--- src/shared/fcc_regs.vh ---
// Register offsets, field positions, reset values and counts for the capture/compare timer.
// Notes on behaviour
// RULE1 - Each capture channel takes rising edges when its edge pick is 1, falling when 0.
// RULE2 - A capture meeting an upper-byte read of its register is delayed one clock.
// RULE3 - Buffered channel A with opposite A/C edge picks captures both edges of pin A.
// RULE4 - Buffered: edge matching the buffer pick sets its flag, never loads its register.
// RULE5 - Buffered: upper-byte read of either pair register delays the capture one clock.
// RULE6 - The capture flag sets on the same edge the counter value is loaded.
// RULE7 - Compare match fires only as the counter leaves the matching value.
// RULE8 - Wrap flag sets when the counter rolls from FFFF to 0000.
// RULE9 - All timer registers are held at reset values during low-power modes.
// RULE10 - Seven enable-gated sources share one request, flags tell them apart.
// RULE11 - Each status flag is set by its own capture, match or wrap event.
// RULE12 - A counter clear on a low-byte counter write wins; the write is dropped.
// RULE13 - An increment on a low-byte counter write is skipped; the write wins.
// RULE14 - A match on a low-byte compare write is suppressed; the write completes.
// RULE15 - Internal increments come from falling edges of the selected divided clock.
// RULE16 - Switching between internal and external source may add one increment.
// RULE17 - After reset the counter starts at 0000 and counts up continuously.
// RULE18 - Clock pick 00, 01, 10 give clk/2, clk/8, clk/32; 11 external rising edge.
// RULE19 - Buffered capture moves the old main value into the buffer register.
// RULE20 - Upper byte read returns directly and latches the low byte for the next read; compare reads return both bytes directly, with no latch.
// RULE21 - The shared request is high while any enabled flag is set.
// RULE22 - A flag clears only by writing 0 after having read it as 1.
`ifndef FCC_REGS_VH
`define FCC_REGS_VH

// ==========================================================================
// Byte offsets on the register bus.
`define FCC_ADR_IRQ_ENABLE 5'h00
`define FCC_ADR_STATUS 5'h01
`define FCC_ADR_COUNT_HI 5'h02
`define FCC_ADR_COUNT_LO 5'h03
`define FCC_ADR_COMPARE_HI 5'h04
`define FCC_ADR_COMPARE_LO 5'h05
`define FCC_ADR_CONTROL 5'h06
`define FCC_ADR_OUT_CTRL 5'h07
`define FCC_ADR_CAPTURE_BASE 2'h1
`define FCC_ADR_UNMAPPED_DATA 8'h00

// ==========================================================================
// Field positions.
`define FCC_CTRL_EDGE_A 7
`define FCC_CTRL_BUF_A 3
`define FCC_CTRL_BUF_B 2
`define FCC_OUT_SEL_B 4
`define FCC_OUT_EN_A 3
`define FCC_OUT_EN_B 2
`define FCC_OUT_LVL_A 1
`define FCC_OUT_LVL_B 0

// ==========================================================================
// Reset values and counts.
`define FCC_RST_COUNT 16'h0000
`define FCC_COUNT_TOP 16'hFFFF
`define FCC_RST_COMPARE 16'hFFFF
`define FCC_RST_BYTE 8'h00
`define FCC_OUT_CTRL_FILL 3'h7
`define FCC_PICK_DIV2 2'h0
`define FCC_PICK_DIV8 2'h1
`define FCC_PICK_DIV32 2'h2

`endif

--- src/rtl/fcc_edge.v ---
// Edge detector for one capture pin.
module fcc_edge (
	input wire sys_clk,
	input wire nrst,
	input wire hold,
	input wire pin,
	output wire rise,
	output wire fall
);
	reg last;

	always @(posedge sys_clk or negedge nrst) begin
		if (!nrst) begin
			last <= 1'b0;
		end else if (hold) begin
			last <= 1'b0;
		end else begin
			last <= pin;
		end
	end

	assign rise = pin & ~last & ~hold;
	assign fall = ~pin & last & ~hold;
endmodule

--- src/rtl/fcc_prescale.v ---
// Counter clock source: system clock divider and external clock pick.
`include "fcc_regs.vh"
module fcc_prescale (
	input wire sys_clk,
	input wire nrst,
	input wire hold,
	input wire [1:0] clk_pick,
	input wire ext_clk_pin,
	output wire tick
);
	reg [4:0] div;
	reg last;
	reg level;

	// The external pin is inverted so that its rising edge, like the
	// divided clocks, shows as a falling edge of one common level.
	always @* begin
		case (clk_pick)
			`FCC_PICK_DIV2: level = div[0]; // [RULE18]
			`FCC_PICK_DIV8: level = div[2];
			`FCC_PICK_DIV32: level = div[4];
			default: level = ~ext_clk_pin;
		endcase
	end

	always @(posedge sys_clk or negedge nrst) begin
		if (!nrst) begin
			div <= 5'h00;
			last <= 1'b0;
		end else if (hold) begin
			div <= 5'h00;
			last <= 1'b0;
		end else begin
			div <= div + 5'h01;
			last <= level;
		end
	end

	// A pick change from a high level to a low one is a falling edge too,
	// and a change to or from the external pin may add one count.
	assign tick = last & ~level & ~hold; // [RULE15] [RULE16]
endmodule

--- src/rtl/fcc_timer.v ---
// Free-running capture/compare timer with an Avalon-MM byte register slave.
//
// Design decisions made here: the address map and the Avalon-MM interface to the registers.
`include "fcc_regs.vh"
module fcc_timer (
	input wire sys_clk,
	input wire nrst,
	input wire low_power_mode,
	input wire [4:0] avs_address,
	input wire avs_read,
	input wire avs_write,
	input wire [7:0] avs_writedata,
	output reg [7:0] avs_readdata,
	output reg avs_waitrequest,
	input wire capture_pin_a,
	input wire capture_pin_b,
	input wire capture_pin_c,
	input wire capture_pin_d,
	input wire ext_clk_pin,
	output reg compare_pin_a,
	output reg compare_pin_b,
	output reg irq
);
	// ==========================================================================
	// Storage.
	reg [15:0] free_run_counter;
	reg [15:0] compare_value_a;
	reg [15:0] compare_value_b;
	reg [15:0] capture_value [0:3];
	reg [7:0] temp_byte;
	reg [6:0] irq_enable_reg;
	reg [7:0] timer_control_reg;
	reg [4:0] compare_output_ctrl_reg;
	reg clear_on_match_a;
	reg [6:0] status_flags;
	reg [6:0] flags_seen;
	reg [3:0] capture_pend;
	reg match_out_a;
	reg match_out_b;

	reg [7:0] next_readdata;
	reg [3:0] capture_raw;
	reg [3:0] capture_fire;
	reg [3:0] next_capture_pend;
	reg [3:0] read_hi_cap;
	reg pair_buf;
	reg pick_own;
	reg pick_mate;
	integer i;
	integer mate;
	integer j;

	wire [3:0] pin_vec;
	wire [3:0] pin_rise;
	wire [3:0] pin_fall;
	wire tick;

	// ==========================================================================
	// Bus handshake.
	// Every access gets one wait cycle: read data is latched at the edge
	// that drops waitrequest, and writes land at the edge that sees it low.
	wire bus_req = avs_read | avs_write;
	wire bus_take = bus_req & ~avs_waitrequest;
	wire wr_ce = bus_take & avs_write;
	wire rd_ce = bus_req & avs_waitrequest & avs_read;
	wire cap_region = (avs_address[4:3] == `FCC_ADR_CAPTURE_BASE);
	wire [1:0] cap_index = avs_address[2:1];
	wire sel_b = compare_output_ctrl_reg[`FCC_OUT_SEL_B];

	always @(posedge sys_clk or negedge nrst) begin
		if (!nrst) begin
			avs_waitrequest <= 1'b1;
			avs_readdata <= `FCC_RST_BYTE;
		end else begin
			avs_waitrequest <= ~(bus_req & avs_waitrequest);
			if (rd_ce) begin
				avs_readdata <= next_readdata;
			end
		end
	end

	always @* begin
		next_readdata = `FCC_ADR_UNMAPPED_DATA;
		if (cap_region) begin
			if (avs_address[0]) begin
				next_readdata = temp_byte;
			end else begin
				next_readdata = capture_value[cap_index][15:8];
			end
		end else begin
			case (avs_address)
				`FCC_ADR_IRQ_ENABLE: next_readdata = {irq_enable_reg, 1'b0};
				`FCC_ADR_STATUS: next_readdata = {status_flags, clear_on_match_a};
				`FCC_ADR_COUNT_HI: next_readdata = free_run_counter[15:8]; // [RULE20]
				`FCC_ADR_COUNT_LO: next_readdata = temp_byte;
				`FCC_ADR_COMPARE_HI: begin
					next_readdata = sel_b ? compare_value_b[15:8] : compare_value_a[15:8];
				end
				`FCC_ADR_COMPARE_LO: begin
					next_readdata = sel_b ? compare_value_b[7:0] : compare_value_a[7:0];
				end
				`FCC_ADR_CONTROL: next_readdata = timer_control_reg;
				`FCC_ADR_OUT_CTRL: begin
					next_readdata = {`FCC_OUT_CTRL_FILL, compare_output_ctrl_reg};
				end
				default: next_readdata = `FCC_ADR_UNMAPPED_DATA;
			endcase
		end
	end

	// ==========================================================================
	// Clock source and capture pins.
	assign pin_vec = {capture_pin_d, capture_pin_c, capture_pin_b, capture_pin_a};

	fcc_prescale u_prescale (
		.sys_clk(sys_clk),
		.nrst(nrst),
		.hold(low_power_mode),
		.clk_pick(timer_control_reg[1:0]),
		.ext_clk_pin(ext_clk_pin),
		.tick(tick)
	);

	genvar g;
	generate
		for (g = 0; g < 4; g = g + 1) begin : pins
			fcc_edge u_edge (
				.sys_clk(sys_clk),
				.nrst(nrst),
				.hold(low_power_mode),
				.pin(pin_vec[g]),
				.rise(pin_rise[g]),
				.fall(pin_fall[g])
			);
		end
	endgenerate

	// ==========================================================================
	// Capture events.
	// Channels 0..3 are a..d; channel c buffers a and d buffers b.
	// A capture held back by an upper-byte read waits one clock in capture_pend,
	// so the low byte latched by that read still belongs to the same value.
	always @* begin
		capture_raw = 4'h0;
		capture_fire = 4'h0;
		next_capture_pend = 4'h0;
		read_hi_cap = 4'h0;
		pair_buf = 1'b0;
		pick_own = 1'b0;
		pick_mate = 1'b0;
		mate = 0;
		for (i = 0; i < 4; i = i + 1) begin
			read_hi_cap[i] = rd_ce & cap_region & ~avs_address[0] & (cap_index == i);
		end
		for (i = 0; i < 4; i = i + 1) begin
			mate = (i < 2) ? i + 2 : i - 2;
			pair_buf = (i % 2 == 0) ? timer_control_reg[`FCC_CTRL_BUF_A] :
				timer_control_reg[`FCC_CTRL_BUF_B];
			pick_own = timer_control_reg[`FCC_CTRL_EDGE_A - i];
			pick_mate = timer_control_reg[`FCC_CTRL_EDGE_A - mate];
			if (i < 2) begin
				// Buffered main channel also takes the buffer's pick on its pin.
				capture_raw[i] = (pick_own ? pin_rise[i] : pin_fall[i]) | // [RULE1]
					(pair_buf & (pick_mate ? pin_rise[i] : pin_fall[i])); // [RULE3]
			end else if (pair_buf) begin
				capture_raw[i] = pick_own ? pin_rise[mate] : pin_fall[mate]; // [RULE4]
			end else begin
				capture_raw[i] = pick_own ? pin_rise[i] : pin_fall[i]; // [RULE1]
			end
			if (read_hi_cap[i] | (pair_buf & read_hi_cap[mate])) begin
				next_capture_pend[i] = capture_raw[i]; // [RULE2] [RULE5]
			end else begin
				capture_fire[i] = capture_raw[i];
			end
			capture_fire[i] = capture_fire[i] | capture_pend[i];
		end
	end

	// ==========================================================================
	// Counter, compare match and contention.
	// A compare write in the same cycle as a match wins and the match is lost,
	// so software that moves a compare value may skip one output event.
	wire wr_count_lo = wr_ce & (avs_address == `FCC_ADR_COUNT_LO);
	wire wr_compare_lo = wr_ce & (avs_address == `FCC_ADR_COMPARE_LO);
	// Match is taken on the tick that moves the counter off the value.
	wire match_a = tick & (free_run_counter == compare_value_a) & // [RULE7]
		~(wr_compare_lo & ~sel_b); // [RULE14]
	wire match_b = tick & (free_run_counter == compare_value_b) &
		~(wr_compare_lo & sel_b); // [RULE14]
	wire count_clear = match_a & clear_on_match_a;
	wire wrap = tick & (free_run_counter == `FCC_COUNT_TOP) & ~count_clear &
		~wr_count_lo; // [RULE8]
	wire [6:0] flag_set = {capture_fire[0], capture_fire[1], capture_fire[2],
		capture_fire[3], match_a, match_b, wrap}; // [RULE11]
	wire [6:0] flag_clr = (wr_ce & (avs_address == `FCC_ADR_STATUS)) ?
		(flags_seen & ~avs_writedata[7:1]) : 7'h00; // [RULE22]

	// Order of the branches sets the contention outcome: a match clear beats
	// a low-byte write, and that write beats a tick, which is then dropped.
	always @(posedge sys_clk or negedge nrst) begin
		if (!nrst) begin
			free_run_counter <= `FCC_RST_COUNT;
		end else if (low_power_mode) begin
			free_run_counter <= `FCC_RST_COUNT; // [RULE9]
		end else if (count_clear) begin
			free_run_counter <= `FCC_RST_COUNT; // [RULE12]
		end else if (wr_count_lo) begin
			free_run_counter <= {temp_byte, avs_writedata}; // [RULE13]
		end else if (tick) begin
			free_run_counter <= free_run_counter + 16'h0001; // [RULE17]
		end
	end

	// ==========================================================================
	// Capture registers and the shared byte latch.
	// The buffer takes the old main value in the same edge as the new capture,
	// and the clocked loops use their own index apart from the decode above.
	always @(posedge sys_clk or negedge nrst) begin
		if (!nrst) begin
			for (j = 0; j < 4; j = j + 1) begin
				capture_value[j] <= `FCC_RST_COUNT;
			end
			capture_pend <= 4'h0;
		end else if (low_power_mode) begin
			for (j = 0; j < 4; j = j + 1) begin
				capture_value[j] <= `FCC_RST_COUNT; // [RULE9]
			end
			capture_pend <= 4'h0;
		end else begin
			capture_pend <= next_capture_pend;
			for (j = 0; j < 2; j = j + 1) begin
				if (capture_fire[j]) begin
					capture_value[j] <= free_run_counter; // [RULE6]
					if (timer_control_reg[`FCC_CTRL_BUF_A - j]) begin
						capture_value[j + 2] <= capture_value[j]; // [RULE19]
					end
				end
			end
			for (j = 2; j < 4; j = j + 1) begin
				if (capture_fire[j] & ~timer_control_reg[`FCC_CTRL_BUF_A + 2 - j]) begin
					capture_value[j] <= free_run_counter; // [RULE6]
				end
			end
		end
	end

	// The latch is shared by all wide registers, so an interleaved access
	// to another wide register between the two bytes corrupts the pair.
	always @(posedge sys_clk or negedge nrst) begin
		if (!nrst) begin
			temp_byte <= `FCC_RST_BYTE;
		end else if (low_power_mode) begin
			temp_byte <= `FCC_RST_BYTE;
		end else if (rd_ce & cap_region & ~avs_address[0]) begin
			temp_byte <= capture_value[cap_index][7:0]; // [RULE20]
		end else if (rd_ce & (avs_address == `FCC_ADR_COUNT_HI)) begin
			temp_byte <= free_run_counter[7:0]; // [RULE20]
		end else if (wr_ce & ((avs_address == `FCC_ADR_COUNT_HI) |
			(avs_address == `FCC_ADR_COMPARE_HI))) begin
			temp_byte <= avs_writedata;
		end
	end

	// ==========================================================================
	// Control registers and flags.
	// Low power acts as a synchronous reset of every register while the bus
	// still answers, so software reads the reset values during the hold.
	// A flag clears only for bits read as 1 since the last clear.
	always @(posedge sys_clk or negedge nrst) begin
		if (!nrst) begin
			compare_value_a <= `FCC_RST_COMPARE;
			compare_value_b <= `FCC_RST_COMPARE;
			irq_enable_reg <= 7'h00;
			timer_control_reg <= `FCC_RST_BYTE;
			compare_output_ctrl_reg <= 5'h00;
			clear_on_match_a <= 1'b0;
			status_flags <= 7'h00;
			flags_seen <= 7'h00;
		end else if (low_power_mode) begin
			compare_value_a <= `FCC_RST_COMPARE; // [RULE9]
			compare_value_b <= `FCC_RST_COMPARE;
			irq_enable_reg <= 7'h00;
			timer_control_reg <= `FCC_RST_BYTE;
			compare_output_ctrl_reg <= 5'h00;
			clear_on_match_a <= 1'b0;
			status_flags <= 7'h00;
			flags_seen <= 7'h00;
		end else begin
			if (wr_compare_lo & ~sel_b) begin
				compare_value_a <= {temp_byte, avs_writedata}; // [RULE14]
			end
			if (wr_compare_lo & sel_b) begin
				compare_value_b <= {temp_byte, avs_writedata};
			end
			if (wr_ce & (avs_address == `FCC_ADR_IRQ_ENABLE)) begin
				irq_enable_reg <= avs_writedata[7:1];
			end
			if (wr_ce & (avs_address == `FCC_ADR_CONTROL)) begin
				timer_control_reg <= avs_writedata;
			end
			if (wr_ce & (avs_address == `FCC_ADR_OUT_CTRL)) begin
				compare_output_ctrl_reg <= avs_writedata[4:0];
			end
			if (wr_ce & (avs_address == `FCC_ADR_STATUS)) begin
				clear_on_match_a <= avs_writedata[0];
			end
			// A new event in the clearing cycle keeps its flag set.
			status_flags <= (status_flags & ~flag_clr) | flag_set; // [RULE22]
			if (rd_ce & (avs_address == `FCC_ADR_STATUS)) begin
				flags_seen <= status_flags;
			end else begin
				flags_seen <= flags_seen & ~flag_clr;
			end
		end
	end

	// ==========================================================================
	// Compare outputs and the shared request.
	// The matched level is kept even while the output is disabled, so enabling
	// the pin shows the level of the last match at once.
	always @(posedge sys_clk or negedge nrst) begin
		if (!nrst) begin
			match_out_a <= 1'b0;
			match_out_b <= 1'b0;
			compare_pin_a <= 1'b0;
			compare_pin_b <= 1'b0;
			irq <= 1'b0;
		end else if (low_power_mode) begin
			match_out_a <= 1'b0;
			match_out_b <= 1'b0;
			compare_pin_a <= 1'b0;
			compare_pin_b <= 1'b0;
			irq <= 1'b0;
		end else begin
			if (match_a) begin
				match_out_a <= compare_output_ctrl_reg[`FCC_OUT_LVL_A];
			end
			if (match_b) begin
				match_out_b <= compare_output_ctrl_reg[`FCC_OUT_LVL_B];
			end
			compare_pin_a <= compare_output_ctrl_reg[`FCC_OUT_EN_A] & match_out_a;
			compare_pin_b <= compare_output_ctrl_reg[`FCC_OUT_EN_B] & match_out_b;
			irq <= |(status_flags & irq_enable_reg); // [RULE10] [RULE21]
		end
	end
endmodule

--- config.mk ---
export PLATFORM = sky130hd
export DESIGN_NAME = fcc_timer
export DESIGN_NICKNAME = d
export VERILOG_FILES = /design/src/rtl/fcc_edge.v /design/src/rtl/fcc_prescale.v /design/src/rtl/fcc_timer.v
export VERILOG_INCLUDE_DIRS = /design/src /design/src/shared
export SDC_FILE = /design/constraint.sdc
export NUM_CORES = 1
export LEC_CHECK = 0
export BUFFER_PORTS_ARGS = -buffer_cell sky130_fd_sc_hd__buf_2
export CELL_PAD_IN_SITES_DETAIL_PLACEMENT = 1
export CELL_PAD_IN_SITES_GLOBAL_PLACEMENT = 2
export CORE_MARGIN = 2
export CORE_UTILIZATION = 45
export DETAILED_ROUTE_END_ITERATION = 8
export MAX_ROUTING_LAYER = met4
export PLACE_DENSITY = 0.9
export SLEW_MARGIN = 20
export SYNTH_ARGS = -nofsm -noshare
export SYNTH_HDL_FRONTEND = slang
export SYNTH_SLANG_ARGS = --single-unit
export TNS_END_PERCENT = 50
--- constraint.sdc ---
create_clock -name sys_clk -period 6.7 [get_ports sys_clk]
set_clock_uncertainty 0.1 [all_clocks]
set_input_delay 0.67 -clock sys_clk [delete_from_list [all_inputs] [get_ports sys_clk]]
set_output_delay 0.67 -clock sys_clk [all_outputs]
set_load 0.01 [all_outputs]
* Word-level counts from Yosys, hierarchy flattened *
Index checks and enable logic that the tools add are counted.

word-level totals
  output and inout bits = 12
  logic and storage cells = 239
  register bits after elaboration = 183
  input bits = 23

operators by class
  bitwise logic cells = 98
  add/sub/neg operators = 2
  reductions and logical operators = 22
  equality and inequality tests = 16
  $lt $le $gt $ge = 1
  muxes and demuxes = 72

operators by type and width
  cell                     count
  $mux W16                 18
  $mux W8                  10
  $mux W64                 1
  $pmux W8 S8              1
  $and A1 B1 Y1            57
  $mux W7                  6
  $bmux W16 S2             1
  $eq A16 B16 Y1           2
  $mux W1                  30
  $and A7 B7 Y7            4
  $not A1 Y1               21
  $eq A5 B3 Y1 const B     4
  $reduce_bool A2 Y1       10
  $add A16 B1 Y16 const B  1
  $eq A16 B16 Y1 const B   1
  $mux W5                  3
  $not A7 Y7               2
  $or A1 B1 Y1             12
  $reduce_bool A3 Y1       4
  $eq A5 B2 Y1 const B     2
  $reduce_bool A4 Y1       2
  $or A7 B7 Y7             1
  $reduce_or A7 Y1         1
  $eq A2 B1 Y1 const B     3
  other kinds (10)         14

* Longest topological paths before layout *
Gate-level depths: netlist of run 1.

  depth after elaboration = 13
  mapped depth = 9

* By module *
From an unflattened synthesis of run 1, not the netlist that was laid out.

second synthesis, totals
  cell total of the unflattened synthesis = 1,018
  area, all modules = 10,515.1 um2

by module, submodules not included
  module        instances  area each (um2)  sequential area each (um2)  cells an instance
  fcc_timer     1          10,024.6         4,370.4                     981
  fcc_prescale  1          265.3            150.1                       21
  fcc_edge      4          56.3             25.0                        4

* Least setup slack after synthesis of run 1 *
OpenSTA, ideal clock, no wires.

  path kind = input-to-reg
  start point = input avs_address[0]
  end point = register capture_value[9] (netlist bit)
  slack = 4,276 ps
  library setup time = 123 ps
  cell stages on the path = 8
  arrival time = 2,201 ps
  required time = 6,477 ps
  cells stage by stage = buf_2 > nand2b_1 > nor3_2 > a211o_1 > o22ai_2 > clkbuf_4 > mux2i_1 > o2bb2ai_1

between the ends
  cells in the longest elaborated chain, start to end = 10

RTL lines
  element                                                   RTL line         RTL
  start, declared                                           fcc_timer.v:9    input wire [4:0] avs_address,
  $not A1 Y1 *                                              fcc_timer.v:153  read_hi_cap[i] = rd_ce & cap_region & ~avs_address[0] & (cap_index == i);
  $and A1 B1 Y1 *                                           fcc_timer.v:153
  $and A1 B1 Y1                                             fcc_timer.v:153
  $and A1 B1 Y1                                             fcc_timer.v:170  if (read_hi_cap[i] | (pair_buf & read_hi_cap[mate])) begin
  $or A1 B1 Y1                                              fcc_timer.v:170
  $mux W1                                                   fcc_timer.v:170
  $or A1 B1 Y1                                              fcc_timer.v:175  capture_fire[i] = capture_fire[i] | capture_pend[i];
  $and A1 B1 Y1                                             fcc_timer.v:240  if (capture_fire[j] & ~timer_control_reg[`FCC_CTRL_BUF_A + 2 - j]) begin
  $reduce_bool A3 Y1 (no line) or $mux W16 (tied branches)  n/a
  $reduce_and A2 Y1 (no line) or $mux W64 (tied branches)   n/a
  end signal, assigned by index                             fcc_timer.v:233  capture_value[j] <= free_run_counter;
  end signal, assigned by index                             fcc_timer.v:235  capture_value[j + 2] <= capture_value[j];
  end signal, assigned by index                             fcc_timer.v:241  capture_value[j] <= free_run_counter;
  end, declared                                             fcc_timer.v:29   reg [15:0] capture_value [0:3];

Mark *: on every way between the ends. The rest lies on a longest branch, timed or not.
A chain may end at the register's enable or synchronous reset.

* Final worst setup path of run 1 *
  start point = input avs_address[2]
  end point = register free_run_counter[2]

between the ends
  cells in the longest elaborated chain, start to end = 8

RTL lines
  element               RTL line         RTL
  $eq A5 B3 Y1          n/a
  $and A1 B1 Y1         fcc_timer.v:184  wire wr_compare_lo = wr_ce & (avs_address == `FCC_ADR_COMPARE_LO);
  $and A1 B1 Y1         fcc_timer.v:187  ~(wr_compare_lo & ~sel_b);
  $not A1 Y1            fcc_timer.v:187
  $and A1 B1 Y1         fcc_timer.v:186  wire match_a = tick & (free_run_counter == compare_value_a) &
  $and A1 B1 Y1         fcc_timer.v:190  wire count_clear = match_a & clear_on_match_a;
  $mux W16              fcc_timer.v:205  end else if (count_clear) begin
  $mux W16              fcc_timer.v:203  end else if (low_power_mode) begin
  end signal, assigned  fcc_timer.v:202  free_run_counter <= `FCC_RST_COUNT;
  end signal, assigned  fcc_timer.v:204  free_run_counter <= `FCC_RST_COUNT;
  end signal, assigned  fcc_timer.v:206  free_run_counter <= `FCC_RST_COUNT;
  end, declared         fcc_timer.v:26   reg [15:0] free_run_counter;

Parallel ways exist; a longest one is shown, timed or not.

==> results of run 1 <==
==> layout make-up <==
| class | count | area (um^2) |
|---|---|---|
| fillers | 2375 | 10900 |
| multi-input cells | 651 | 4920 |
| flip-flops and latches | 183 | 4620 |
| clock buffers | 20 | 457 |
| well taps | 280 | 350 |
| repair buffers | 44 | 256 |
| clock inverters | 11 | 161 |
| inverters | 9 | 33.8 |
==> layer usage <==
| layer | up-vias | global-route usage, % |
|---|---|---|
| met4 | 0 | 9.79 |
| met1 | 4098 | 39.1 |
| met2 | 244 | 44.2 |
| met3 | 65 | 4.78 |
| li1 | 3366 | - |
| met5 | - | - |
==> report_power, final <==
part	switching [mW]	internal (mW)	total, mW
Sequential	0.0364	1.13	1.16
Combinational	0.138	0.0630	0.201
Clock	0.468	0.614	1.08
==> layout by cell type (no fill, tap or decap), types with 6 or more instances in the layout <==
cell	count
nor2_1	97
nor3b_1	6
dfstp_2	33
mux4_2	16
a22oi_1	14
o21ai_0	9
buf_2	32
buf_4	11
xor2_1	23
o22a_1	33
nor3_1	9
nand2_1	62
xnor2_1	23
nand2b_1	6
mux2i_1	92
nand4_1	8
a211oi_2	9
o2bb2ai_1	34
nor2b_1	11
inv_1	9
dfrtp_1	150
nand3_1	37
a21oi_1	42
o32a_1	6
clkbuf_16	17
mux2_2	7
a22o_1	9
==> worst max-delay path, delay by kind of cell <==
kind                   cells  cell delay [ns]
AND/OR/NAND/NOR            4             1.15
buffers and inverters      1             0.49
AO/OA/AOI/OAI              2             1.27
==> metrics by stage <==
step           setup WS (ns)  instance area (um^2)  utilization [%]  cells  hold slack, ns
2_1_floorplan           4.28                  9900                -    920           0.274
3_3_place_gp            3.01                 10200             46.9   1167           0.360
3_5_place_dp            2.92                 10200             46.9   1167           0.369
4_1_cts                 3.36                 10800             49.8   1198           0.296
5_1_grt                 3.13                 10800             49.8   1198           0.313
6_report                3.35                 10800             49.8   1198           0.220
==> worst min-delay path by stage <==
stage | to | depth (start not counted) | startpoint | slack, ns
after floorplan | avs_readdata[0] | 0 | nrst | 0.27
after CTS | compare_pin_a | 1 | nrst | 0.30
after global routing | compare_pin_a | 1 | nrst | 0.31
after detailed placement | capture_value[12] | 1 | capture_value[12] | 0.37
after global placement | avs_readdata[1] | 2 | avs_readdata[1] | 0.36
final | compare_pin_a | 1 | nrst | 0.22
==> cells by family (layout without fill, tap and decap cells) <==
kind of cell / after synthesis / in the layout / synth area share (%)
flops: 183 / 183 / 46.7
compound gates: 214 / 214 / 18.0
buf+inv: 86 / 84 / 3.89
fa+ha+maj: 2 / 2 / 0.253
simple gates: 274 / 274 / 13.3
mux: 115 / 115 / 13.7
xor+xnor: 46 / 46 / 4.07
==> run metrics, run 1 <==
status=finished, final reports clean; met1 WL=between 10 and 15 mm; Pleak=approximately 4.4 nW; area delta synth->final=9.05%; gpl congestion=0.914; slowest stage delay, CP=roughly 0.90 ns; H-tree lvl count=4; Seq cells post-synth=183; number of synthesized flops with an enable pin=0; layout cells sized above 1=17.9%; pwr/cell area=between 200 and 250 mW/mm^2; RSZ-0062 raised after global routing=no; synth top area cells=dfrtp_1 38%, mux2i_1 9.3%, dfstp_2 8.8%; DRT antenna net count=0; Slowest cell on crit path=o41ai_4; DIE AREA=0.0232 mm^2; IO Pins=35; ys flop type=dfrtp_1; Gate Count Post-Synth=around 900; Max Cap Viol=0; Port Buffer Count=34; Pins Over Slew Limit=0; # rows=54; fmax=between 200 and 300 MHz; first-pass GRT wire length=between 40 and 50 mm; most frequent cell after synthesis=dfrtp_1; gr usage total=28.8%; Initial Util=a little under half; worst r2r src=avs_waitrequest; dominant cell type by area after synthesis=dfrtp_1; most flop-heavy register=capture_value; metal2 WL=between 10 and 15 mm; # diodes=0; worst path cell trace=buf_2 > or3b_1 > o41ai_4 > nor3_2 > nand4_2 > nand2_2 > o32ai_1; Hold WC Path Type=primary input to async pin; CTS root buf=clkbuf_16; Routed WL=around 32 mm; Synth top area share=37.9%; clock tree buffer depth=2; Clock Sinks=183; post-DR vias/cell=~6.5; core area=about 0.022 mm^2; final setup vio count=0; DR WL/cell=26.4 um; CTS tree=done; CP arrival=~3.6 ns; Worst Setup End Kind=flip-flop; max reg flops=64; Die X=approximately 150 um; Worst Setup EP=free_run_counter[2]; Post-CTS Setup Inserts=0; Netlist cell types=just under 80; Top Layer Used=met4; TritonCTS buffer count=17; Design Power=2.45 mW; capturing point of the worst reg2reg path=capture_value[0]; post-CTS sizing=0; CP required=roughly 6.9 ns; Tmin final=~3.4 ns; worst reg2reg setup slack=roughly 3.6 ns; setup TNS=0 ns; critical path fanouts, max=24; Final Hold Fails=0; Rel. slew slack=between 20% and 30%; crit path from=avs_address[2]; startpoint types=primary input; Commonest cells post-synth=150 x dfrtp_1, 97 x nor2_1, 92 x mux2i_1, 62 x nand2_1, 44 x clkbuf_1; DRT Pass-1 Iters=6; category of the most critical setup path=primary input to flip-flop; vias in the first global route=roughly 8k; GRT overflow=0; Slew @ Worst Pin=1.10 ns; via count=approximately 7.8k; register area share after synthesis=46.7%; largest net degree at the start of global routing=114; DRC errors left=0; Ys Warns=0; Layout Nets=931; Chip Height=about 150 um; met3 wire len=~1.8 mm; Synth Cell Area=around 0.0099 mm^2; post-detail-place hpwl=between 20 and 25 mm; crit share post-route=50.1%; initial antenna violation count=0; CTS clk-pin slew, worst paths=roughly 0.070 ns; initial DRC count=631; Mapped Avg Cell Area=10.8 um^2; Worst-Skew Late Latency=between 0.4 and 0.5 ns; syn nets=945; quantity of hold-fixing buffers added after cts=0; Worst VDD drop=around 0.00017 V; FFs w/ async S/R, synth=100%; R2R cell count=6
Note: power is estimated with default switching activity, not from simulation.
==> run 2: changes to the inputs <==
--- a/config.mk
+++ b/config.mk
@@ -10,10 +10,10 @@
 export CELL_PAD_IN_SITES_DETAIL_PLACEMENT = 1
 export CELL_PAD_IN_SITES_GLOBAL_PLACEMENT = 2
 export CORE_MARGIN = 2
-export CORE_UTILIZATION = 45
+export CORE_UTILIZATION = 38
 export DETAILED_ROUTE_END_ITERATION = 8
 export MAX_ROUTING_LAYER = met4
-export PLACE_DENSITY = 0.9
+export PLACE_DENSITY = 0.81
 export SLEW_MARGIN = 20
 export SYNTH_ARGS = -nofsm -noshare
 export SYNTH_HDL_FRONTEND = slang
==> constraint.sdc (replaced) <==
create_clock -name sys_clk -period 2.95 [get_ports sys_clk]
set_clock_uncertainty 0.1 [all_clocks]
set_input_delay 0.295 -clock sys_clk [delete_from_list [all_inputs] [get_ports sys_clk]]
set_output_delay 0.295 -clock sys_clk [all_outputs]
set_load 0.01 [all_outputs]
==> run 2 against run 1 <==
Effect of this change:
- global-route usage down 3.0 points
- clock-buffer cell count unchanged
- first-iteration DRC count down 15%
- register-to-register slack worse by 3.3 ns
- worst hold slack worse by 0.20 ns
- sequential share of layout area down 1.3 points
- non-clock buffer count up 37
- critical endpoint is now capture_value[16]
==> run metrics, run 2 (synthesized netlist as in run 1, its figures left out) <==
status=finished, final reports clean (unchanged); Slew @ Worst Pin=0.860 ns (was 1.10 ns); WHS=0.0185 ns (was 0.220 ns); area delta synth->final=12.6% (was 9.05%); max reg flops=64 (unchanged); GRT overflow=0 (unchanged); # rows=59 (was 54); Worst VDD drop=0.000413 V (was 0.000173 V); post-CTS sizing=0 (unchanged); largest net degree at the start of global routing=71 (was 114); # diodes=0 (unchanged); critical path fanouts, max=16 (was 24); Hold WC Path Type=primary input to flip-flop (was primary input to async pin); first-pass GRT wire length=50.8 mm (was 49.8 mm); DRT Pass-1 Iters=5 (was 6); CP required=3.21 ns (was 6.94 ns); worst reg2reg setup slack=0.31 ns (was 3.63 ns); Chip Height=165 um (was 152 um); final core occ=43.1% (was 49.8%); post-detail-place hpwl=22.8 mm (was 21.2 mm); Worst Setup EP=capture_value[16] (was free_run_counter[2]); capturing point of the worst reg2reg path=capture_value[16] (was capture_value[0]); RSZ-0062 raised after global routing=no (unchanged); category of the most critical setup path=flip-flop to flip-flop (was primary input to flip-flop); most flop-heavy register=capture_value (unchanged); Final Hold Fails=0 (unchanged); Clock Sinks=183 (unchanged); commonest cells after routing, fill and taps aside=150 x dfrtp_1, 97 x nor2_1, 92 x mux2i_1, 62 x nand2_1, 42 x a21oi_1 (unchanged); setup TNS=0 ns (unchanged); DIE AREA=0.0274 mm^2 (was 0.0232 mm^2); startpoint types=flip-flop (was primary input); clock tree buffer depth=2 (unchanged); gr usage total=25.8% (was 28.8%); worst r2r src=avs_waitrequest (unchanged); IO Pins=35 (unchanged); final setup vio count=0 (unchanged); layout cells sized above 1=20.5% (was 17.9%); Design Power=5.46 mW (was 2.45 mW); Multi-input gate area=0.00491 mm^2 (was 0.00492 mm^2); sequential cell area=0.00462 mm^2 (unchanged); CTS clk-pin slew, worst paths=0.08 ns (was 0.07 ns); crit share post-route=89.5%; Rel. slew slack=42.2% (was 26.5%); Post-Place Setup Slack=0.342 ns (was 2.92 ns); Pins Over Slew Limit=0 (unchanged); DR WL/cell=25.6 um (was 26.4 um); H-tree lvl count=4 (unchanged); TritonCTS buffer count=17 (unchanged); Initial Util=38.3% (was 45.7%); Max Cap Viol=0 (unchanged); via count=7,796 (was 7,773); crit path from=avs_waitrequest (was avs_address[2]); Pleak=4.61 nW (was 4.43 nW); Worst Setup End Kind=flip-flop (unchanged); vias in the first global route=8,066 (was 7,994); gpl congestion=0.881 (was 0.914); CP arrival=2.90 ns (was 3.60 ns); pwr/cell area=489 mW/mm^2 (was 227 mW/mm^2); Worst-Skew Late Latency=0.44 ns (was 0.45 ns); Die X=165 um (was 152 um); Tmin final=between 2 and 3 ns; R2R cell count=6 (unchanged); fillers=2,820 (was 2,375); initial antenna violation count=0 (unchanged); final setup margin=0.309 ns (was 3.35 ns); initial DRC count=539 (was 631); Routed WL=33.1 mm (was 31.7 mm); core area=0.0258 mm^2 (was 0.0217 mm^2); CTS root buf=clkbuf_16 (unchanged); Port Buffer Count=34 (unchanged); DRT antenna net count=0 (unchanged); most common cell after layout, fill and taps aside=dfrtp_1 (unchanged); DRC errors left=0 (unchanged); post-DR vias/cell=6.04 (was 6.49); CTS tree=done (unchanged); fmax=379 MHz; Layout Nets=968 (was 931)
## run 2: layer usage
| metal | global-route usage [%] | up-vias | wire length, um |
|---|---|---|---|
| met1 | 34.2 | 4110 | 14800 |
| met2 | 40.9 | 201 | 16000 |
| met4 | 9.17 | 0 | 1010 |
| met3 | 3.62 | 55 | 1270 |
| met5 | - | - | 0 |
| li1 | - | 3430 | - |
## run 2: where the power goes
group	switching, mW	total, mW	internal, mW
Combinational	0.329	0.497	0.168
Sequential	0.0822	2.64	2.56
Clock	1.10	2.32	1.22
Total	1.51	5.46	3.95
## run 2: stage by stage
stage	cell area, um^2	cells
2_1_floorplan	9900	920
3_3_place_gp	10500	1256
3_5_place_dp	10500	1256
4_1_cts	11100	1291
5_1_grt	11100	1291
6_report	11100	1291
## run 2: cell type report
class | count | share of cell area (%)
repair buffers | 81 | 5.31
well taps | 335 | 3.76
clock inverters | 12 | 1.16
flip-flops and latches | 183 | 41.4
inverters | 9 | 0.303
multi-input cells | 651 | 44.0
clock buffers | 20 | 4.01
## run 2: worst min path at each step
| stage | startpoint | end | cells after the start |
|---|---|---|---|
| final | capture_pin_b | pins[1].u_edge.last | 2 |
| after global routing | capture_pin_b | pins[1].u_edge.last | 2 |
| after CTS | capture_pin_b | pins[1].u_edge.last | 2 |
| after detailed placement | nrst | capture_pend[3] | 1 |
| after global placement | nrst | capture_pend[3] | 1 |
| after floorplan | nrst | avs_readdata[0] | 0 |
## run 2: timing repair
item	CTS	global route
hold endpoints to repair	67	0
setup buffers	0	0
hold buffers	3	0
## run 2: critical path, cell delays in order, from the launching register on
cell and delay (ns):
dfstp_2 0.60, and4b_1 0.29, and2_1 0.21, a21boi_0 0.48, o31ai_4 0.16, a21oi_4 0.54
o2bb2ai_1 0.19
